===== config.mk =====
export PLATFORM = sky130hd
export DESIGN_NAME = pbc_ctrl_reg
export DESIGN_NICKNAME = d
export VERILOG_FILES = /design/src/pbc_pkg.sv /design/src/pbc_pulse_cnt.sv /design/src/pbc_ctrl_reg.sv
export SDC_FILE = /design/constraint.sdc
export NUM_CORES = 1
export LEC_CHECK = 0
export ABC_AREA = 1
export BUFFER_PORTS_ARGS = -buffer_cell sky130_fd_sc_hd__buf_2
export CAP_MARGIN = 20
export CORE_MARGIN = 2
export CORE_UTILIZATION = 40
export CTS_CLUSTER_SIZE = 20
export DETAILED_ROUTE_END_ITERATION = 10
export PLACE_DENSITY = 0.66
export SLEW_MARGIN = 30
export SYNTH_ARGS = -nofsm -noshare
export SYNTH_HDL_FRONTEND = slang
export SYNTH_SLANG_ARGS = --single-unit

===== constraint.sdc =====
create_clock -name mclk_i -period 3.7 [get_ports mclk_i]
set_input_delay 0.555 -clock mclk_i [delete_from_list [all_inputs] [get_ports mclk_i]]
set_output_delay 0.555 -clock mclk_i [all_outputs]
set_load 0.01 [all_outputs]

===== src/pbc_pkg.sv =====
// Package for the basic control register block
package pbc_pkg;

  // ----------------------------------------
  // Register map and field positions
  // ----------------------------------------
  localparam logic [4:0] CTRL_ADDR = 5'h00;
  localparam int BIT_RESET = 15;
  localparam int BIT_LOOP = 14;
  localparam int BIT_SPEED = 13;
  localparam int BIT_ANEG = 12;
  localparam int BIT_PDOWN = 11;
  localparam int BIT_ISOL = 10;
  localparam int BIT_RESTART = 9;
  localparam int BIT_DUPLEX = 8;
  localparam int BIT_COLTEST = 7;
  localparam logic [15:0] WR_MASK = 16'hFF83;
  localparam logic [1:0] RSV_RESET = 2'h0;

  // ----------------------------------------
  // Timing
  // ----------------------------------------
  localparam int CLK_PERIOD_PS = 4000;
  localparam int PD_WAIT_NS = 500;
  localparam int PD_WAIT_CYC = (PD_WAIT_NS * 1000) / CLK_PERIOD_PS;
  localparam int CHIP_RST_CYC = 16;

  // ----------------------------------------
  // Carried groups
  // ----------------------------------------
  typedef struct packed {
    logic speed;
    logic aneg;
    logic isolate;
    logic duplex;
  } pbc_strap_t;

  typedef struct packed {
    logic chip_reset;
    logic loopback;
    logic speed_100;
    logic full_duplex;
    logic aneg_en;
    logic aneg_restart;
    logic power_down;
    logic isolate;
    logic col_test;
    logic line_detach;
  } pbc_ctrl_t;

endpackage


===== src/pbc_pulse_cnt.sv =====
// Countdown timer that holds a busy level for a set number of cycles
`timescale 1ns/10ps
module pbc_pulse_cnt #(
  parameter int CYCLES = 16
) (
  input wire logic mclk_i,
  input wire logic srst_i,
  input wire logic ce_i,
  input wire logic start_i,
  output logic busy_o
);

  localparam int CW = $clog2(CYCLES + 1);

  initial begin
    if (CYCLES < 1) begin
      $error("CYCLES must be at least one");
    end
  end

  logic [CW-1:0] cnt_r;

  always_ff @(posedge mclk_i) begin
    if (srst_i) begin
      cnt_r <= '0;
    end else if (ce_i) begin
      if (start_i) begin
        cnt_r <= CW'(CYCLES);
      end else if (cnt_r != '0) begin
        cnt_r <= cnt_r - 1'b1;
      end
    end
  end

  assign busy_o = (cnt_r != '0);

endmodule // pbc_pulse_cnt


===== src/pbc_ctrl_reg.sv =====
// Basic control register at management address 0
`timescale 1ns/10ps
module pbc_ctrl_reg #(
  parameter int CHIP_RST_CYCLES = pbc_pkg::CHIP_RST_CYC
) (
  input wire logic mclk_i,
  input wire logic srst_i,
  input wire logic ce_i,
  input wire logic [4:0] reg_addr_i,
  input wire logic reg_wr_i,
  input wire logic [15:0] reg_wdata_i,
  output logic [15:0] reg_rdata_o,
  input wire pbc_pkg::pbc_strap_t strap_i,
  input wire logic tx_en_i,
  input wire logic [3:0] txd_i,
  input wire logic rx_dv_line_i,
  input wire logic [3:0] rxd_line_i,
  input wire logic col_line_i,
  output logic rx_dv_o,
  output logic [3:0] rxd_o,
  output logic col_o,
  output logic mii_oe_o,
  output logic line_tx_en_o,
  output logic pd_write_block_o,
  output pbc_pkg::pbc_ctrl_t ctrl_o
);

  initial begin
    if (CHIP_RST_CYCLES < 1) begin
      $error("CHIP_RST_CYCLES must be at least one");
    end
  end

  // ----------------------------------------
  // Control bits
  // ----------------------------------------
  logic loop_r;
  logic speed_r;
  logic aneg_r;
  logic pdown_r;
  logic isol_r;
  logic restart_r;
  logic duplex_r;
  logic coltest_r;
  logic [1:0] rsv_r;
  logic init_r;
  logic chip_rst_busy;
  logic pd_busy;
  logic [15:0] rd_nxt;

  wire hit = (reg_addr_i == pbc_pkg::CTRL_ADDR);
  wire wr_hit = reg_wr_i && hit && !chip_rst_busy;
  wire rst_req = wr_hit && reg_wdata_i[pbc_pkg::BIT_RESET];
  wire pd_clear = wr_hit && pdown_r && !reg_wdata_i[pbc_pkg::BIT_PDOWN];
  wire load_straps = srst_i || init_r || chip_rst_busy;

  // ----------------------------------------
  // Write data fields
  // ----------------------------------------
  wire wd_loop = reg_wdata_i[pbc_pkg::BIT_LOOP];
  wire wd_speed = reg_wdata_i[pbc_pkg::BIT_SPEED];
  wire wd_aneg = reg_wdata_i[pbc_pkg::BIT_ANEG];
  wire wd_pdown = reg_wdata_i[pbc_pkg::BIT_PDOWN];
  wire wd_isol = reg_wdata_i[pbc_pkg::BIT_ISOL];
  wire wd_restart = reg_wdata_i[pbc_pkg::BIT_RESTART];
  wire wd_duplex = reg_wdata_i[pbc_pkg::BIT_DUPLEX];
  wire wd_coltest = reg_wdata_i[pbc_pkg::BIT_COLTEST];
  wire [1:0] wd_rsv = reg_wdata_i[1:0];

  pbc_pulse_cnt #(.CYCLES(CHIP_RST_CYCLES)) u_chip_rst (
    .mclk_i(mclk_i),
    .srst_i(srst_i),
    .ce_i(ce_i),
    .start_i(rst_req),
    .busy_o(chip_rst_busy)
  );

  always_ff @(posedge mclk_i) begin
    if (srst_i) begin
      init_r <= 1'b1;
    end else if (ce_i) begin
      init_r <= 1'b0;
    end
  end

  // Strap defaults reloaded after reset and after soft chip reset
  always_ff @(posedge mclk_i) begin
    if (srst_i) begin
      loop_r <= 1'b0;
      speed_r <= 1'b0;
      aneg_r <= 1'b0;
      pdown_r <= 1'b0;
      isol_r <= 1'b0;
      restart_r <= 1'b0;
      duplex_r <= 1'b0;
      coltest_r <= 1'b0;
      rsv_r <= pbc_pkg::RSV_RESET;
    end else if (ce_i) begin
      if (load_straps) begin
        loop_r <= 1'b0;
        speed_r <= strap_i.speed;
        aneg_r <= strap_i.aneg;
        pdown_r <= 1'b0;
        isol_r <= strap_i.isolate;
        restart_r <= strap_i.aneg & strap_i.speed;
        duplex_r <= strap_i.duplex;
        coltest_r <= 1'b0;
        rsv_r <= pbc_pkg::RSV_RESET;
      end else if (wr_hit && !rst_req) begin
        loop_r <= wd_loop;
        speed_r <= wd_speed;
        aneg_r <= wd_aneg;
        pdown_r <= wd_pdown;
        isol_r <= wd_isol;
        restart_r <= wd_restart;
        duplex_r <= wd_duplex;
        coltest_r <= wd_coltest;
        rsv_r <= wd_rsv;
      end else begin
        restart_r <= 1'b0;
      end
    end
  end

  // ----------------------------------------
  // Power-down exit write guard
  // ----------------------------------------
  pbc_pulse_cnt #(.CYCLES(pbc_pkg::PD_WAIT_CYC)) u_pd_wait (
    .mclk_i(mclk_i),
    .srst_i(srst_i),
    .ce_i(ce_i),
    .start_i(pd_clear),
    .busy_o(pd_busy)
  );

  // ----------------------------------------
  // Read data
  // ----------------------------------------
  always_comb begin
    rd_nxt = 16'h0000;
    rd_nxt[pbc_pkg::BIT_RESET] = 1'b0;
    rd_nxt[pbc_pkg::BIT_LOOP] = loop_r;
    rd_nxt[pbc_pkg::BIT_SPEED] = speed_r;
    rd_nxt[pbc_pkg::BIT_ANEG] = aneg_r;
    rd_nxt[pbc_pkg::BIT_PDOWN] = pdown_r;
    rd_nxt[pbc_pkg::BIT_ISOL] = isol_r;
    rd_nxt[pbc_pkg::BIT_RESTART] = restart_r;
    rd_nxt[pbc_pkg::BIT_DUPLEX] = duplex_r;
    rd_nxt[pbc_pkg::BIT_COLTEST] = coltest_r;
    rd_nxt[1:0] = rsv_r;
    if (!hit) begin
      rd_nxt = 16'h0000;
    end
  end

  wire [15:0] rd_masked = rd_nxt & pbc_pkg::WR_MASK;

  always_ff @(posedge mclk_i) begin
    if (srst_i) begin
      reg_rdata_o <= 16'h0000;
    end else if (ce_i) begin
      reg_rdata_o <= rd_masked;
    end
  end

  // ----------------------------------------
  // Effective mode and datapath steering
  // ----------------------------------------
  wire eff_speed = aneg_r ? 1'b1 : speed_r;
  wire eff_duplex = aneg_r ? 1'b1 : duplex_r;
  wire loop_100 = loop_r && eff_speed;
  wire col_test_on = coltest_r && loop_r;
  wire rx_dv_nxt = loop_r ? tx_en_i : rx_dv_line_i;
  wire [3:0] rxd_nxt = loop_r ? txd_i : rxd_line_i;
  wire col_nxt = col_test_on ? tx_en_i : (!loop_r && col_line_i);

  always_ff @(posedge mclk_i) begin
    if (srst_i) begin
      rx_dv_o <= 1'b0;
      rxd_o <= 4'h0;
      col_o <= 1'b0;
      line_tx_en_o <= 1'b0;
    end else if (ce_i) begin
      rx_dv_o <= rx_dv_nxt && !pdown_r;
      rxd_o <= rxd_nxt;
      col_o <= col_nxt && !pdown_r;
      line_tx_en_o <= tx_en_i && !loop_100 && !pdown_r;
    end
  end

  assign mii_oe_o = !isol_r && !pdown_r;
  assign pd_write_block_o = pd_busy;

  assign ctrl_o.chip_reset = chip_rst_busy;
  assign ctrl_o.loopback = loop_r;
  assign ctrl_o.speed_100 = eff_speed;
  assign ctrl_o.full_duplex = eff_duplex;
  assign ctrl_o.aneg_en = aneg_r;
  assign ctrl_o.aneg_restart = restart_r && aneg_r;
  assign ctrl_o.power_down = pdown_r;
  assign ctrl_o.isolate = isol_r;
  assign ctrl_o.col_test = col_test_on;
  assign ctrl_o.line_detach = loop_100 || pdown_r;

endmodule // pbc_ctrl_reg


==> results.txt <==
Largest net degree at the start of global routing: 59
Critical path's most frequent cell: nor2_1
Clock sink total: 40
Drc violations: 0
Filler cells: 600
VDD IR max: 0.3403 mV
Final Util: 47.14%
TritonCTS clock tree: yes
Synth Cell Area: 2212 µm²
Yosys top cell area share: 36.20%
Fin crit period: 2.034 ns
Most common cell in the netlist: nand2_1
Nets@finish: 416
Comb pwr share: 43.8%
Clk Latency, worst-skew pair: 0.30 ns
Worst-path cell chain: buf_2 > inv_2 > nand2_1 > nor2_4 > nor2_1 > nor2_1 > nand3_1 > nand2_1 > nor2_1
Post-CTS setup buffers: 0
GRT Residual Overflow: 0
Internal power: 0.8888 mW
ANT cells: 0
Flop pwr share: 37.5%
CP max-delay cell: inv_2
Routed wire length: 5073 µm
TNS Setup: 0 ns
CTS resizes: 0
Outcome: finished, final reports clean
Max-cap viol count: 0
Arr. time, crit path: 2.23 ns
Min-delay worst type: flop to flop
Detailed placement HPWL: 3647 µm
Syn Area/Cell: 6.849 µm²
Crit end category: flop
Port bufs: 63
Row Count: 27
Vias: 2099
Final worst-path cycle share: 54.98%
Area of the multi-input gates: 1134 µm²
First-pass GRT wire length: 8280 µm
Post-synth cell types: 29
Final hold vios: 0
Leak Pwr: 1.316 nW
Post-synth EDFFs: 0
Detail Route Antenna Nets: 0
Setup crit start kind: input pin
Prevailing post-synth register cell: dfxtp_1
1st-iter DRT viols: 96
Sequential Area: 800.8 µm²
Iteration count of the initial detailed-routing pass: 4
PD cells: 592.0 nW/µm²
Slew HR: 57.23%
Sw frac: 41.44%
Placed inst area: 2482 µm²
Sw power: 0.6289 mW
Area Growth Syn to Fin: 15.89%
RSZ-0062 raised after global routing: no
Initial Util: 40.67%
WL per Instance: 11.40 µm
Die ar.: 6141 µm²
Leading area contributor after synthesis: dfxtp_1
Top Ports: 75
Commonest cells in the netlist: nand2_1 (71), nor2_1 (49), dfxtp_1 (40)
Core area: 5439 µm²
Initial antenna violation count: 0
Max Slew Vio Count: 0
Reg clk slew, reported paths: 0.08 ns
Clock network power share: 18.7%
Finished Cell Area: 2564 µm²
Die width: 78.37 µm
Mapped Cells: 323
Peak Freq: 0.4916 GHz
Worst slew pin tran: 0.6409 ns
Critical Path RT: 3.90 ns
Layout cell share with drive strength beyond 1: 22.79%
Synthesis Warnings: 0
Largest cells by area after synthesis: dfxtp_1 (36%), nand2_1 (12%), nor2_1 (8.3%)
Final Setup Violations: 0
Clock Skews: 0.003242 ns
Crit path max fanout: 35
Longest Clk Path Bufs: 2
Hold buffers post-CTS: 0
Seq/Total Area, Yosys: 36.20%
Total track usage: 16.90%
Synth Register Bits: 40
Placer congestion estimate: 0.7614
Hold_ws: 0.4700 ns
CP max stage delay: 0.44 ns
Clk root buf: clkbuf_8
Chip height: 78.37 µm
Vias in the first global route: 1841
Total CTS buffers: 5
FFs w/ async S/R, synth: 0%
Vias per inst: 4.717
H-Tree Depth: 2
WS Path Type: input pin to flop
==> power by group through the flow <==
stage	Combinational [mW]	Sequential, mW	Clock [mW]
after floorplan	0.563	0.568	0
after global placement	0.657	0.577	0
after detailed placement	0.669	0.578	0
after CTS	0.672	0.569	0.293
after global routing	0.759	0.582	0.308
final	0.664	0.570	0.284
==> sequential cells by signal, indices dropped and copies added, names as in the netlist, 2 cells and up <==
register / flops
reg_rdata_o: 10
u_chip_rst.cnt_r: 5
u_pd_wait.cnt_r: 7
rxd_o: 4
rsv_r: 2
==> worst paths after layout <==
| check | startpoint | to | slack, ns | depth (start not counted) |
|---|---|---|---|---|
| worst max-delay path | srst_i | aneg_r | 1.67 | 9 |
| worst min-delay path | u_chip_rst.cnt_r[4] | u_chip_rst.cnt_r[4] | 0.47 | 2 |
| worst max register to register | u_chip_rst.cnt_r[0] | aneg_r | 1.97 | 9 |
| worst min register to register | u_chip_rst.cnt_r[4] | u_chip_rst.cnt_r[4] | 0.47 | 2 |
==> layout by cell type (no fill, tap or decap), types with 6 or more instances in the layout <==
| master | Yosys | routed |
|---|---|---|
| a21oi_1 | 22 | 22 |
| buf_2 | 0 | 63 |
| conb_1 | 1 | 6 |
| dfxtp_1 | 40 | 40 |
| inv_1 | 34 | 34 |
| nand2_1 | 71 | 71 |
| nand3_1 | 23 | 23 |
| nand4_1 | 9 | 9 |
| nor2_1 | 49 | 49 |
| nor3_1 | 6 | 6 |
| o21ai_0 | 12 | 12 |
==> metrics by stage <==
step | std cells | power [mW] | setup WS [ns]
after floorplan | 328 | 1.131 | 2.146
after global placement | 438 | 1.234 | 1.345
after detailed placement | 438 | 1.248 | 1.334
after CTS | 445 | 1.534 | 1.653
after global routing | 445 | 1.649 | 1.467
final | 445 | 1.518 | 1.666
==> area by class of cell <==
type,instances,share of cell area [%]
clock buffer,5,2.684
clock inverter,2,0.4880
inverter,36,5.271
multi-input combinational,226,44.22
sequential,40,31.23
tap,72,3.514
timing repair buffer,64,12.59
==> metal layers <==
metal	track usage, %	part of all wire [%]	vias to the layer above
li1	-	-	1103
met1	20.76	46	931
met2	28.88	47	58
met3	4.138	5.7	7
met4	5.789	1.4	0
met5	0	0	-
==> cells by family after synthesis <==
kind of cell               after synthesis  synth area share, %
and+or+nand+nor                        171                36.03
buffers and inverters                   62                13.40
AOI/OAI and AO/OA                       40                10.13
DFF                                     40                36.20
xor gates and xnor gates                 6                2.376
adders and majority gates                3                1.697
other                                    1               0.1695
==> critical path, delay by kind of cell <==
kind	cells	cell delay, ns
and+or+nand+nor	7	1.07
buffers and inverters	2	0.60
Note: power is estimated with default switching activity, not from simulation.
